## config.mk

```make
export PLATFORM = sky130hd
export DESIGN_NAME = cmis_top
export DESIGN_NICKNAME = d
export VERILOG_FILES = /design/src/hw/cmis_pkg.sv /design/src/hw/cmis_route.sv /design/src/hw/cmis_top.sv
export VERILOG_INCLUDE_DIRS = /design/src /design/src/hw
export SDC_FILE = /design/constraint.sdc
export NUM_CORES = 1
export LEC_CHECK = 0
export BUFFER_PORTS_ARGS = -buffer_cell sky130_fd_sc_hd__clkbuf_2
export CAP_MARGIN = 15
export CORE_MARGIN = 8
export CORE_UTILIZATION = 49
export DETAILED_ROUTE_END_ITERATION = 7
export PLACE_DENSITY = 0.86
export SKIP_CTS_REPAIR_TIMING = 1
export SLEW_MARGIN = 20
export SYNTH_ARGS = -nofsm -noshare
export SYNTH_HDL_FRONTEND = slang
export SYNTH_SLANG_ARGS = --single-unit
```

## constraint.sdc

```tcl
create_clock -name clk_sys_i -period 2.2 [get_ports clk_sys_i]
set_input_delay 0.11 -clock clk_sys_i [delete_from_list [all_inputs] [get_ports clk_sys_i]]
set_output_delay 0.11 -clock clk_sys_i [all_outputs]
set_load 0.01 [all_outputs]
```

## src/hw/cmis_cfg.svh

```systemverilog
// Register offsets, field positions, reset values and timing counts
`ifndef CMIS_CFG_SVH
`define CMIS_CFG_SVH
`define CMIS_OFF_MUL_CTRL 12'h000
`define CMIS_OFF_OSC_CTRL 12'h004
`define CMIS_OFF_STATUS 12'h008
`define CMIS_MUL_CTRL_RST 32'h0000_0000
`define CMIS_OSC_CTRL_RST 32'h0000_0000
`define CMIS_MUL_EN_BIT 7
`define CMIS_MUL_INIT_BIT 6
`define CMIS_MUL_RDY_BIT 5
`define CMIS_MUL_SCALE_LSB 2
`define CMIS_MUL_SEL_LSB 0
`define CMIS_OSC_MODE_LSB 4
`define CMIS_OSC_FREQ_LSB 0
`define CMIS_OSC_VALID_BIT 7
`define CMIS_SETTLE_NS 2000
`define CMIS_CLK_NS 8
`define CMIS_SETTLE_CYC ((`CMIS_SETTLE_NS + `CMIS_CLK_NS - 1) / `CMIS_CLK_NS)
`endif

```

## src/hw/cmis_pkg.sv

```systemverilog
// Types shared by the clock multiplier input select block
package cmis_pkg;
   typedef enum logic [1:0] {
      CMIS_SEL_INT_X2 = 2'b00,
      CMIS_SEL_EXT_X2 = 2'b01,
      CMIS_SEL_INT_X4 = 2'b10,
      CMIS_SEL_EXT_X4 = 2'b11
   } cmis_sel_e;
   typedef enum logic [1:0] {
      CMIS_ST_OFF = 2'b00,
      CMIS_ST_WAIT = 2'b01,
      CMIS_ST_SETTLE = 2'b10,
      CMIS_ST_READY = 2'b11
   } cmis_state_e;
   typedef struct packed {
      logic enable;
      logic init;
      logic [2:0] scale;
      cmis_sel_e sel;
   } cmis_mul_cfg_s;
   typedef struct packed {
      logic use_ext;
      logic [2:0] mult;
      logic [2:0] num;
      logic [2:0] den;
   } cmis_route_s;
   typedef struct packed {
      logic first_claim;
      logic second_claim;
   } cmis_pins_s;
endpackage

```

## src/hw/cmis_route.sv

```systemverilog
// Decodes input select and output scale into source, factor and ratio
`timescale 1ns/1ns
`default_nettype none
module cmis_route (
   input wire cmis_pkg::cmis_mul_cfg_s cfg_i,
   output cmis_pkg::cmis_route_s route_o
);
   import cmis_pkg::*;
   always_comb begin
      route_o.use_ext = cfg_i.sel[0];
      route_o.mult = cfg_i.sel[1] ? 3'h4 : 3'h2;
      route_o.num = 3'h1;
      route_o.den = 3'h1;
      if (cfg_i.sel != CMIS_SEL_INT_X2) begin
         unique case (cfg_i.scale)
            3'h3: begin
               route_o.num = 3'h2;
               route_o.den = 3'h3;
            end
            3'h4: begin
               route_o.num = 3'h1;
               route_o.den = 3'h2;
            end
            3'h5: begin
               route_o.num = 3'h2;
               route_o.den = 3'h5;
            end
            3'h6: begin
               route_o.num = 3'h1;
               route_o.den = 3'h3;
            end
            3'h7: begin
               route_o.num = 3'h2;
               route_o.den = 3'h7;
            end
            default: begin
               route_o.num = 3'h1;
               route_o.den = 3'h1;
            end
         endcase
      end
   end
endmodule
`default_nettype wire

```

## src/hw/cmis_top.sv

```systemverilog
// Clock multiplier input select, pin takeover and AHB-Lite registers
//
// Functional notes
// - Select 00 feeds internal oscillator doubled, scale at unity.
// - Select 01 feeds external oscillator doubled, then scaled.
// - Select 10 feeds internal oscillator quadrupled, then scaled.
// - Select 11 feeds external oscillator quadrupled, then scaled.
// - Internal doubled ignores the output scale field entirely.
// - Crystal mode enabled claims first and second oscillator pins.
// - Capacitor, RC or CMOS mode claims only the second pin.
// - After enable, writing init starts settle; ready set when stable.
// - Scale codes 000-010 unity; 011-111 give 2/3,1/2,2/5,1/3,2/7.
//
// Design decisions made here: the register addresses and the AHB-Lite interface to the registers.
`include "cmis_cfg.svh"
`timescale 1ns/1ns
`default_nettype none
module cmis_top (
   input wire logic clk_sys_i,
   input wire logic reset_n_i,
   input wire logic hsel_i,
   input wire logic [31:0] haddr_i,
   input wire logic [1:0] htrans_i,
   input wire logic hwrite_i,
   input wire logic [2:0] hsize_i,
   input wire logic [31:0] hwdata_i,
   input wire logic hready_i,
   output logic [31:0] hrdata_o,
   output logic hreadyout_o,
   output logic hresp_o,
   input wire logic ext_osc_valid_i,
   output logic mul_enable_o,
   output logic mul_use_ext_o,
   output logic [2:0] mul_factor_o,
   output logic [2:0] scale_num_o,
   output logic [2:0] scale_den_o,
   output cmis_pkg::cmis_pins_s pin_claim_o,
   output logic [2:0] osc_mode_o,
   output logic [2:0] osc_freq_o
);
   import cmis_pkg::*;

   localparam int SETTLE_CYC = `CMIS_SETTLE_CYC;

   ////////////////////////////////////////////////////////////////////////
   // Bus slave
   logic wr_pend_reg;
   logic [11:0] addr_reg;
   logic [7:0] mul_ctrl_reg;
   logic [5:0] osc_ctrl_reg;
   cmis_state_e state_reg;
   logic [15:0] cnt_reg;
   logic valid_s1_reg;
   logic valid_s2_reg;
   logic [31:0] rdata_next;
   logic init_wr;
   logic ready;
   cmis_mul_cfg_s cfg;
   cmis_route_s route;

   wire addr_ph = hsel_i && hready_i && htrans_i[1];

   always_ff @(posedge clk_sys_i or negedge reset_n_i) begin
      if (!reset_n_i) begin
         wr_pend_reg <= 1'b0;
         addr_reg <= 12'h000;
      end else if (hready_i) begin
         wr_pend_reg <= addr_ph && hwrite_i;
         addr_reg <= haddr_i[11:0];
      end
   end

   assign hreadyout_o = 1'b1;
   assign hresp_o = 1'b0;

   wire wr_mul = wr_pend_reg && addr_reg == `CMIS_OFF_MUL_CTRL;
   wire wr_osc = wr_pend_reg && addr_reg == `CMIS_OFF_OSC_CTRL;
   assign init_wr = wr_mul && hwdata_i[`CMIS_MUL_INIT_BIT]
      && mul_ctrl_reg[`CMIS_MUL_EN_BIT];

   always_ff @(posedge clk_sys_i or negedge reset_n_i) begin
      if (!reset_n_i) begin
         mul_ctrl_reg <= 8'h00;
      end else if (wr_mul) begin
         mul_ctrl_reg <= hwdata_i[7:0];
      end
   end

   // Oscillator type and frequency control, bit 3 reads zero
   always_ff @(posedge clk_sys_i or negedge reset_n_i) begin
      if (!reset_n_i) begin
         osc_ctrl_reg <= 6'h00;
      end else if (wr_osc) begin
         osc_ctrl_reg <= {hwdata_i[6:4], hwdata_i[2:0]};
      end
   end

   // Decoded from the address phase so the word stands in the data phase
   always_comb begin
      rdata_next = 32'h0000_0000;
      if (haddr_i[11:0] == `CMIS_OFF_MUL_CTRL) begin
         rdata_next[7:0] = mul_ctrl_reg;
         rdata_next[`CMIS_MUL_RDY_BIT] = ready;
      end else if (haddr_i[11:0] == `CMIS_OFF_OSC_CTRL) begin
         rdata_next[6:4] = osc_ctrl_reg[5:3];
         rdata_next[2:0] = osc_ctrl_reg[2:0];
         rdata_next[`CMIS_OSC_VALID_BIT] = valid_s2_reg
            && osc_ctrl_reg[5:4] == 2'b11;
      end else if (haddr_i[11:0] == `CMIS_OFF_STATUS) begin
         rdata_next[1:0] = state_reg;
      end
   end

   always_ff @(posedge clk_sys_i or negedge reset_n_i) begin
      if (!reset_n_i) begin
         hrdata_o <= 32'h0000_0000;
      end else if (addr_ph && !hwrite_i) begin
         hrdata_o <= rdata_next;
      end
   end

   ////////////////////////////////////////////////////////////////////////
   // Oscillator valid synchroniser
   always_ff @(posedge clk_sys_i or negedge reset_n_i) begin
      if (!reset_n_i) begin
         valid_s1_reg <= 1'b0;
         valid_s2_reg <= 1'b0;
      end else begin
         valid_s1_reg <= ext_osc_valid_i;
         valid_s2_reg <= valid_s1_reg;
      end
   end

   ////////////////////////////////////////////////////////////////////////
   // Multiplier lock sequence
   always_ff @(posedge clk_sys_i or negedge reset_n_i) begin
      if (!reset_n_i) begin
         state_reg <= CMIS_ST_OFF;
         cnt_reg <= 16'h0000;
      end else if (!mul_ctrl_reg[`CMIS_MUL_EN_BIT]) begin
         state_reg <= CMIS_ST_OFF;
         cnt_reg <= 16'h0000;
      end else begin
         unique case (state_reg)
            CMIS_ST_OFF: begin
               if (init_wr) begin
                  state_reg <= CMIS_ST_SETTLE;
                  cnt_reg <= 16'(SETTLE_CYC - 1);
               end else begin
                  state_reg <= CMIS_ST_WAIT;
               end
            end
            CMIS_ST_WAIT: begin
               if (init_wr) begin
                  state_reg <= CMIS_ST_SETTLE;
                  cnt_reg <= 16'(SETTLE_CYC - 1);
               end
            end
            CMIS_ST_SETTLE: begin
               if (init_wr) begin
                  cnt_reg <= 16'(SETTLE_CYC - 1);
               end else if (cnt_reg == 16'h0000) begin
                  state_reg <= CMIS_ST_READY;
               end else begin
                  cnt_reg <= cnt_reg - 16'h0001;
               end
            end
            CMIS_ST_READY: begin
               if (init_wr) begin
                  state_reg <= CMIS_ST_SETTLE;
                  cnt_reg <= 16'(SETTLE_CYC - 1);
               end
            end
         endcase
      end
   end

   assign ready = state_reg == CMIS_ST_READY;

   ////////////////////////////////////////////////////////////////////////
   // Source and scale routing
   always_comb begin
      cfg.enable = mul_ctrl_reg[`CMIS_MUL_EN_BIT];
      cfg.init = mul_ctrl_reg[`CMIS_MUL_INIT_BIT];
      cfg.scale = mul_ctrl_reg[`CMIS_MUL_SCALE_LSB +: 3];
      cfg.sel = cmis_sel_e'(mul_ctrl_reg[`CMIS_MUL_SEL_LSB +: 2]);
   end

   cmis_route u_route (
      .cfg_i(cfg),
      .route_o(route)
   );

   always_ff @(posedge clk_sys_i or negedge reset_n_i) begin
      if (!reset_n_i) begin
         mul_enable_o <= 1'b0;
         mul_use_ext_o <= 1'b0;
         mul_factor_o <= 3'h2;
         scale_num_o <= 3'h1;
         scale_den_o <= 3'h1;
      end else begin
         mul_enable_o <= cfg.enable;
         mul_use_ext_o <= route.use_ext;
         mul_factor_o <= route.mult;
         scale_num_o <= route.num;
         scale_den_o <= route.den;
      end
   end

   ////////////////////////////////////////////////////////////////////////
   // Port pin takeover: 000 off, 01x CMOS, 100 RC, 101 C, 11x crystal
   wire [2:0] mode = osc_ctrl_reg[5:3];
   always_ff @(posedge clk_sys_i or negedge reset_n_i) begin
      if (!reset_n_i) begin
         pin_claim_o <= '0;
         osc_mode_o <= 3'h0;
         osc_freq_o <= 3'h0;
      end else begin
         pin_claim_o.first_claim <= mode[2:1] == 2'b11;
         pin_claim_o.second_claim <= mode != 3'h0;
         osc_mode_o <= mode;
         osc_freq_o <= osc_ctrl_reg[2:0];
      end
   end

   ////////////////////////////////////////////////////////////////////////
   // Checks
   property p_int_x2_unity;
      @(posedge clk_sys_i) disable iff (!reset_n_i)
      cfg.sel == CMIS_SEL_INT_X2 |=> scale_num_o == 3'h1
         && scale_den_o == 3'h1 && mul_factor_o == 3'h2 && !mul_use_ext_o;
   endproperty
   a_int_x2_unity: assert property (p_int_x2_unity)
      else $error("internal x2 not unity");

   property p_ext_x2;
      @(posedge clk_sys_i) disable iff (!reset_n_i)
      cfg.sel == CMIS_SEL_EXT_X2 |=> mul_use_ext_o && mul_factor_o == 3'h2;
   endproperty
   a_ext_x2: assert property (p_ext_x2)
      else $error("external x2 wrong");

   property p_int_x4;
      @(posedge clk_sys_i) disable iff (!reset_n_i)
      cfg.sel == CMIS_SEL_INT_X4 |=> !mul_use_ext_o && mul_factor_o == 3'h4;
   endproperty
   a_int_x4: assert property (p_int_x4)
      else $error("internal x4 wrong");

   property p_ext_x4;
      @(posedge clk_sys_i) disable iff (!reset_n_i)
      cfg.sel == CMIS_SEL_EXT_X4 |=> mul_use_ext_o && mul_factor_o == 3'h4;
   endproperty
   a_ext_x4: assert property (p_ext_x4)
      else $error("external x4 wrong");

   property p_scale_ignored;
      @(posedge clk_sys_i) disable iff (!reset_n_i)
      cfg.sel == CMIS_SEL_INT_X2 && cfg.scale == 3'h7 |=> scale_den_o == 3'h1;
   endproperty
   a_scale_ignored: assert property (p_scale_ignored)
      else $error("scale not ignored");

   property p_scale_half;
      @(posedge clk_sys_i) disable iff (!reset_n_i)
      cfg.sel != CMIS_SEL_INT_X2 && cfg.scale == 3'h4
         |=> scale_num_o == 3'h1 && scale_den_o == 3'h2;
   endproperty
   a_scale_half: assert property (p_scale_half)
      else $error("scale 100 not one half");

   property p_crystal_pins;
      @(posedge clk_sys_i) disable iff (!reset_n_i)
      mode[2:1] == 2'b11 |=> pin_claim_o.first_claim
         && pin_claim_o.second_claim;
   endproperty
   a_crystal_pins: assert property (p_crystal_pins)
      else $error("crystal pins not claimed");

   property p_one_pin;
      @(posedge clk_sys_i) disable iff (!reset_n_i)
      mode != 3'h0 && mode[2:1] != 2'b11 |=> !pin_claim_o.first_claim
         && pin_claim_o.second_claim;
   endproperty
   a_one_pin: assert property (p_one_pin)
      else $error("single pin claim wrong");

   property p_init_not_ready;
      @(posedge clk_sys_i) disable iff (!reset_n_i)
      init_wr |=> !ready [*2];
   endproperty
   a_init_not_ready: assert property (p_init_not_ready)
      else $error("ready too early after init");

   // Cycles since the last init write while enabled, saturating
   logic [15:0] since_init_reg;
   always_ff @(posedge clk_sys_i or negedge reset_n_i) begin
      if (!reset_n_i) begin
         since_init_reg <= 16'h0000;
      end else if (!mul_ctrl_reg[`CMIS_MUL_EN_BIT]) begin
         since_init_reg <= 16'h0000;
      end else if (init_wr) begin
         since_init_reg <= 16'h0001;
      end else if (since_init_reg != 16'h0000
            && since_init_reg != 16'hffff) begin
         since_init_reg <= since_init_reg + 16'h0001;
      end
   end

   property p_ready_in_time;
      @(posedge clk_sys_i) disable iff (!reset_n_i)
      since_init_reg != 16'h0000
         |-> ready == (since_init_reg > SETTLE_CYC);
   endproperty
   a_ready_in_time: assert property (p_ready_in_time)
      else $error("ready not set after settle");

   c_ready: cover property (@(posedge clk_sys_i) disable iff (!reset_n_i)
      $rose(ready));
   c_ext_x4: cover property (@(posedge clk_sys_i) disable iff (!reset_n_i)
      cfg.sel == CMIS_SEL_EXT_X4 && cfg.scale == 3'h7);
   c_crystal: cover property (@(posedge clk_sys_i) disable iff (!reset_n_i)
      pin_claim_o.first_claim);
endmodule
`default_nettype wire

```

; ---- Word level (Yosys, flattened, before mapping)
; Index checks and enable logic that the tools add are counted.
[totals]
ff_bits = 74
inputBits = 75
output_inout_bits = 53
elab_cells = 77
[op_classes]
add_sub_neg = 1
n_eq_ne = 17
n_mux = 21
reduce_logical = 20
[op_table]
columns = operator, n
row1 = $mux W16, 4
row2 = $pmux W16 S2, 1
row3 = $pmux W5 S5, 1
row4 = $eq A12 B3 Y1 const B, 2
row5 = $logic_not A12 Y1, 2
row6 = $logic_not A16 Y1, 1
row7 = $sub A16 B1 Y16 const B, 1
row8 = $mux W2, 7
row9 = $eq A12 B4 Y1 const B, 1
row10 = $eq A3 B3 Y1 const B, 4
row11 = $logic_and A1 B1 Y1, 9
row12 = $mux W4, 2
row13 = $eq A2 B2 Y1 const B, 3
row14 = $mux W3, 2
row15 = $mux W6, 1
row16 = $ne A3 B2 Y1 const B, 2
row17 = $ne A3 B3 Y1 const B, 2
row18 = $pmux W2 S3, 1
row19 = $ne A4 B4 Y1 const B, 1
row20 = $eq A3 B2 Y1 const B, 1
row21 = $reduce_and A3 Y1, 1
row22 = $reduce_bool A3 Y1, 1
row23 = $reduce_or A3 Y1, 1
row24 = $eq A2 B1 Y1 const B, 1
row25 = other kinds (6), 7

; ---- Logic depth before layout (Yosys ltp)
; Gate-level depths: netlist of the first run.
[logic_depth]
ltp_word = 7
depth_mapped = 7
mapped_depth_nobuf = 6

; ---- Cells and area by module
; A second synthesis of the first run with hierarchy kept.
[unflattened]
hier_cells = 288
hier_area_um2 = 3337.0
[by_module_without_submodules]
columns = module, n_inst, cells_each, area_per_inst_um2, seq_area_each_um2
row1 = cmis_top, 1, 275, 3246.9, 1830.5
row2 = cmis_route, 1, 13, 90.1, 0.0

; ---- Worst setup path after synthesis of the first run
; OpenSTA, ideal clock, no wires.
[synth_path]
kind = reg-to-reg
from = register addr_reg[8]
to = register cnt_reg[3]
setup_time_ns = 0.086
arrival_ns = 1.930
required_time_ns = 2.114
path_slack_ns = 0.184
path_stages_with_launch = 7
n_path_buf = 2
synth_period_minus_slack_ns = 2.016
cell_sequence = dfrtp_1 or4b_1 buf_2 or4_4 buf_6 and4_4 nor3_1
[synth_via]
elab_chain_cells = 7
word_cells_on_any_way = 10
classes_between = eq/ne (2) / mux (3) / reduce/logical (5)
[synth_rtl]
columns = element, line
row1 = "start, declared", cmis_top.sv:48  ; logic [11:0] addr_reg;
row2 = "start signal, assigned", cmis_top.sv:69  ; addr_reg <= haddr_i[11:0];
row3 = $logic_not A12 Y1 (no source line) *, --
row4 = $logic_and A1 B1 Y1 (no source line) *, --
row5 = $logic_and A1 B1 Y1 * (2 in a row), cmis_top.sv:78  ; assign init_wr = wr_mul && hwdata_i[`CMIS_MUL_INIT_BIT]
row6 = $mux W16, cmis_top.sv:160  ; if (init_wr) begin
row7 = $pmux W16 S2, cmis_top.sv:144  ; unique case (state_reg)
row8 = $mux W16, cmis_top.sv:140  ; end else if (!mul_ctrl_reg[`CMIS_MUL_EN_BIT]) begin
row9 = "end signal, assigned", cmis_top.sv:148  ; cnt_reg <= 16'(SETTLE_CYC - 1);
row10 = "end signal, assigned", cmis_top.sv:161  ; cnt_reg <= 16'(SETTLE_CYC - 1);
row11 = "end signal, assigned", cmis_top.sv:165  ; cnt_reg <= cnt_reg - 16'h0001;
row12 = "end, declared", cmis_top.sv:52  ; logic [15:0] cnt_reg;
; Every way passes the cells marked *; elsewhere a longest branch is shown, timed or not.
; A chain may end at the register's enable or synchronous reset.

; ---- Worst setup path after layout of the first run
[layout_path]
from = register addr_reg[7]
to = register mul_ctrl_reg[4]
[layout_via]
elab_chain_cells = 2
[layout_rtl]
columns = element, line
row1 = $logic_not A12 Y1 (no source line), --
row2 = $logic_and A1 B1 Y1 (no source line), --
row3 = "end signal, assigned", cmis_top.sv:85  ; mul_ctrl_reg <= hwdata_i[7:0];
row4 = "end, declared", cmis_top.sv:49  ; logic [7:0] mul_ctrl_reg;
; Every way passes these cells.

==> results_dict.tcl, run 1 <==
set metrics [dict create \
    cts_tree "yes" \
    floorplan.initialDensity_pct 51.20 \
    grt_setup_unrepaired "no" \
    synth-main-ff-cell "dfrtp_1" \
    r2r-start "addr_reg[7]" \
    grt_first_pass_wirelength_um 11670 \
    startpoint_type "flip-flop" \
    drtPass1Iterations 4 \
    crit_start "addr_reg[7]" \
    synthTopCellsByArea "dfrtp_1 (52%), mux2_2 (7.2%), buf_4 (6.4%), dfstp_2 (2.4%), nand2_1 (2.4%)" \
    holdWs_ns -0.007692 \
    ys_types 51 \
    cts_inserted_buffers 9 \
    die_area_um2 9542 \
    synth_top_cell_by_area "dfrtp_1" \
    fillerInstances 498 \
    via_per_inst 5.560 \
    synthesis.yosys.warnings 0 \
    fin_tns_setup_ns 0 \
    p_leak_nw 1.772 \
    hold_path_class "primary input to flip-flop" \
    routed_wl_um 7132 \
    grt-ovfl-total 0 \
    synth_edf_count 0 \
    vdd_ir_drop_max_mv 0.6635 \
    setup_viol 0 \
    pwr-share-seq_pct 49.2 \
    cts-root-buf "clkbuf_8" \
    drt_iter0_drc 189 \
    fin_nets 428 \
    fin_skew_ns 0.006976 \
    num_io_pins 128 \
    die_x_um 97.69 \
    critPathKind "flip-flop to flip-flop" \
    run_status "finished, violations left" \
    placementRows 29 \
    grt_pass1_vias 2443 \
    worstPathRequired_ns 2.43 \
    r2r_slack_ns 0.05 \
    hold_viol_final 2 \
    clock_latency_ns 0.34 \
    endpoint_kind "flip-flop" \
    synthesis.area_um2 3269 \
    gp_congestion 0.8386 \
    crit_fanout 7 \
    cts_buffer_depth 2 \
    yosysTopAreaCellShare_pct 52.05 \
    swShare_pct 30.91 \
    core_area_um2 6386 \
    post_drt_wl_per_cell_um 16.43 \
    cellInternalPower_mw 2.311 \
    port_buffers 51 \
    n_antenna_cell 0 \
    switchingPower_mw 1.034 \
    track_usage_pct 14.57 \
    detail-route-antenna-nets 0 \
    cts_htree_levels 3 \
    ys_seq_area_share_pct 54.46 \
    timing.fmax_mhz 464.7 \
    final.min_clock_period_ns 2.152 \
    die_h_um 97.69 \
    drv_slew 0 \
    clkSlewWorstSetupHoldPaths_ns 0.08 \
    pwr-share-clk_pct 30.8 \
    reg2reg_depth 5 \
    syn_avg_cell_area_um2 11.47 \
    worst_slew_pin_slew_ns 0.5730 \
    synthArstFlopShare_pct 100.0 \
    route.detailed.drc 0 \
    power_frac_comb_pct 20.0 \
    maxCapViolCount 0 \
    power_density_nw_per_um2 873.6 \
    cts_sinks 71 \
    grt_max_degree 47 \
    synth_seq_cells 71 \
    endpoint "mul_ctrl_reg[4]" \
    largest_reg_flops 16 \
    finalCritPeriodShare_pct 97.81 \
    syn_inst 285 \
    area.growth.synth_to_final_pct 17.11 \
    slew_headroom_pct 61.80 \
    violations "hold timing" \
    vias 2413 \
    cp.arrival_ns 2.39 \
    r2r_end "mul_ctrl_reg[4]" \
    dp_hpwl_um 5097 \
    drive_above_1_share_pct 32.49 \
    antenna_found_initial 0 \
]
## metal layers
| metal | GRT usage [%] | share of wire [%] | wire length (um) |
|---|---|---|---|
| met2 | 22.61 | 49 | 3473 |
| met1 | 17.23 | 42 | 3018 |
| met5 | 0 | 0 | 0 |
| met4 | 7.226 | 1.5 | 104 |
| met3 | 5.548 | 7.5 | 535 |
## power groups by stage
stage	clock network [mW]	registers (mW)	logic, mW
finish	1.03	1.64	0.671
global placement	0	1.65	0.613
detailed placement	0	1.66	0.643
floorplan	0	1.62	0.480
global route	1.10	1.67	0.750
CTS	1.04	1.64	0.647
## Yosys cell counts (all sizes together), types with 2 or more instances
cell type   n
nand3       4
nor3b       2
o311a       2
mux2       21
and4b       2
dfstp       3
nand4b      2
nor2b       2
o31ai      10
or4b        2
mux2i       6
nand2      21
and3        2
nor3        8
o22ai       3
clkbuf      9
nor4        9
a21oi       4
nor2        9
o311ai      7
nand2b      6
o21ai       8
conb        2
buf        31
nand4       3
dfrtp      68
o41ai       2
nor4b       2
and4        2
inv        11
a211oi      3
or4         7
## worst max-delay path: stages (launching register included)
cell,delay [ns]
dfrtp_1,0.39
or4_1,0.63
buf_4,0.20
nor4_4,0.26
buf_4,0.21
mux2_2,0.35
## worst min path at each step
stage | depth (start not counted) | startpoint | slack (ns) | to
after floorplan | 0 | reset_n_i | -0.19 | addr_reg[0]
after global placement | 1 | reset_n_i | 0.12 | osc_freq_o[2]
after detailed placement | 1 | reset_n_i | 0.13 | osc_freq_o[2]
after CTS | 1 | reset_n_i | -0.24 | mul_ctrl_reg[4]
after global routing | 2 | haddr_i[11] | 0.006 | addr_reg[11]
final | 3 | hwdata_i[1] | -0.008 | mul_ctrl_reg[1]
## cell type report
class | count | area [um2] | area share (%)
inverters | 11 | 41.29 | 1.078
multi-input cells | 189 | 1294 | 33.79
repair buffers | 70 | 420.4 | 10.98
well taps | 77 | 96.34 | 2.516
clock inverters | 7 | 72.57 | 1.895
flip-flops and latches | 71 | 1780 | 46.50
clock buffers | 9 | 123.9 | 3.235
## kinds of logic after synthesis
| logic type | after synthesis | synth area share, % |
|---|---|---|
| AOI/OAI and AO/OA | 46 | 10.26 |
| other | 2 | 0.2297 |
| muxes | 27 | 9.070 |
| and+or+nand+nor | 87 | 16.23 |
| DFF | 71 | 54.46 |
| adders and majority gates | 1 | 0.3826 |
| buffers and inverters | 51 | 9.376 |
## per-stage QoR
step	setup WS, ns	instance area, um2	total power, mW	cells	utilization [%]
global placement	0.09275	3578	2.263	414	56.03
global route	0.003961	3829	3.521	434	59.95
finish	0.04821	3829	3.345	434	59.95
floorplan	0.1835	3367	2.102	311	-
detailed placement	0.05406	3578	2.302	414	56.03
CTS	0.04199	3775	3.330	430	59.11
## layout by cell type, fill, tap and decap left out, drive strengths merged, types with 2 or more instances in the layout
cell type,instances
nand4b,2
and4b,2
a21oi,4
nor2,9
a211oi,3
and4,2
o22ai,3
dlygate4sd3,4
or4b,2
buf,16
o311ai,7
nand3,4
o311a,2
mux2i,6
nor2b,2
and3,2
o21ai,8
nor3b,2
nand2,21
nand4,3
dfrtp,68
clkinv,3
nor4b,2
conb,28
inv,12
clkbuf,59
clkinvlp,2
mux2,21
o31ai,10
or4,7
nor4,9
o41ai,2
dfstp,3
nand2b,6
nor3,8
Power figures use the tool's default switching activity.
==> run 2: changes to the inputs <==
Settings changed: CORE_UTILIZATION 49 to 25, PLACE_DENSITY 0.86 to 0.53.
==> run 2 against run 1 <==
The flow now finishes without violations. Clock power rose by 52%. Final area rose by 5.9%. Global-route usage fell by 5.2 points. Setup slack improved by 0.032 ns. Wire length rose by 8.9%. Register-to-register slack improved by 0.03 ns.
==> results_dict.tcl, run 2 (same netlist as run 1, synthesis figures left out) <==
set metrics [dict create \
    fin_tns_setup_ns 0 \
    run_status "complete, no violations" \
    layout_common_cells "dfrtp_1 (68), clkbuf_2 (50), conb_1 (28)" \
    clock_latency_ns 0.33 \
    crit_start "addr_reg[4]" \
    cts-root-buf "clkbuf_16" \
    cts_tree "yes" \
    vias 2344 \
    clkSlewWorstSetupHoldPaths_ns 0.06 \
    critPathKind "flip-flop to flip-flop" \
    via_per_inst 4.439 \
    vdd_ir_drop_max_mv 0.4662 \
    seq_area_um2 1780 \
    power_density_nw_per_um2 953.8 \
    area.growth.synth_to_final_pct 24.03 \
    slew_headroom_pct 57.35 \
    startpoint_type "flip-flop" \
    maxCapViolCount 0 \
    cts_inserted_buffers 9 \
    drive_above_1_share_pct 31.74 \
    fin_skew_ns 0.006498 \
    r2r-start "addr_reg[4]" \
    grt_pass1_vias 2385 \
    die_x_um 130.4 \
    crit_fanout 6 \
    antenna_found_initial 0 \
    floorplan.initialDensity_pct 25.80 \
    dp_hpwl_um 5696 \
    n_antenna_cell 0 \
    worstPathRequired_ns 2.41 \
    largest_reg_flops 16 \
    timing.fmax_mhz 471.6 \
    cts_buffer_depth 2 \
    fin_nets 427 \
    post_drt_wl_per_cell_um 14.72 \
    drtPass1Iterations 4 \
    routed_wl_um 7770 \
    grt_setup_unrepaired "no" \
    detail-route-antenna-nets 0 \
    layout_commonest_cell "dfrtp_1" \
    placementRows 41 \
    drt_iter0_drc 96 \
    die_h_um 130.4 \
    num_io_pins 128 \
    r2r_slack_ns 0.08 \
    cts_htree_levels 3 \
    r2r_end "osc_ctrl_reg[3]" \
    gp_congestion 0.7268 \
    cts_sinks 71 \
    cp.arrival_ns 2.33 \
    worst_slew_pin_slew_ns 0.6398 \
    grt_max_degree 46 \
    track_usage_pct 9.411 \
    route.detailed.drc 0 \
    core_area_um2 12670 \
    hold_viol_final 0 \
    hold_path_class "primary input to flip-flop" \
    grt-ovfl-total 0 \
    final.min_clock_period_ns 2.120 \
    multi_input_area_um2 1284 \
    p_leak_nw 1.825 \
    reg2reg_depth 5 \
    port_buffers 51 \
    utilization_pct 32.00 \
    drv_slew 0 \
    grt_first_pass_wirelength_um 12480 \
    fillerInstances 1318 \
    die_area_um2 16990 \
    finalCritPeriodShare_pct 96.38 \
    endpoint_kind "flip-flop" \
    setup_viol 0 \
    endpoint "osc_ctrl_reg[3]" \
]
run 2: critical path, stage by stage, from the launching register on:
cell and delay [ns]:
dfrtp_1 0.37, or4_1 0.64, buf_4 0.20, nor3_1 0.16, nand2_1 0.26, mux2_2 0.36
run 2: layout make-up:
type                            instances  area share, %
Clock buffer                           11          5.986
Clock inverter                          5          2.006
Inverter                               11          1.018
Multi-Input combinational cell        189          31.66
Sequential cell                        71          43.91
Tap cell                              172          5.307
Timing Repair Buffer                   69          10.12
run 2: stage by stage:
step | cells | hold slack, ns | cell area [um2] | setup slack [ns] | total power [mW]
4_1_cts | 525 | -0.1714 | 4021 | 0.05521 | 3.892
2_1_floorplan | 311 | -0.1856 | 3367 | 0.1835 | 2.102
6_report | 528 | 0.02423 | 4055 | 0.07972 | 3.868
5_1_grt | 528 | 0.01156 | 4055 | 0.01155 | 4.060
3_5_place_dp | 509 | 0.1805 | 3697 | 0.05667 | 2.311
3_3_place_gp | 509 | 0.1815 | 3697 | 0.09466 | 2.285
run 2: worst min path at each step:
stage,start,to,slack (ns),depth (start not counted)
final,hwdata_i[5],osc_ctrl_reg[4],0.02,2
after global routing,hwdata_i[5],osc_ctrl_reg[4],0.01,2
after CTS,reset_n_i,valid_s2_reg,-0.17,1
after detailed placement,reset_n_i,valid_s1_reg,0.18,1
after global placement,reset_n_i,valid_s2_reg,0.18,1
after floorplan,reset_n_i,addr_reg[0],-0.19,0
run 2: where the power goes:
group | internal (mW) | leakage (nW) | switching [mW]
Sequential | 1.47 | 0.862 | 0.175
Combinational | 0.311 | 0.807 | 0.340
Clock | 1.02 | 0.156 | 0.546
Total | 2.81 | 1.83 | 1.06
run 2: routing by layer:
metal | track usage [%] | wire length [um] | share of wire, %
met4 | 4.321 | 173 | 2.2
met3 | 2.897 | 390 | 5.0
met5 | 0 | 0 | 0
met1 | 12.12 | 3578 | 46
met2 | 14.17 | 3628 | 47
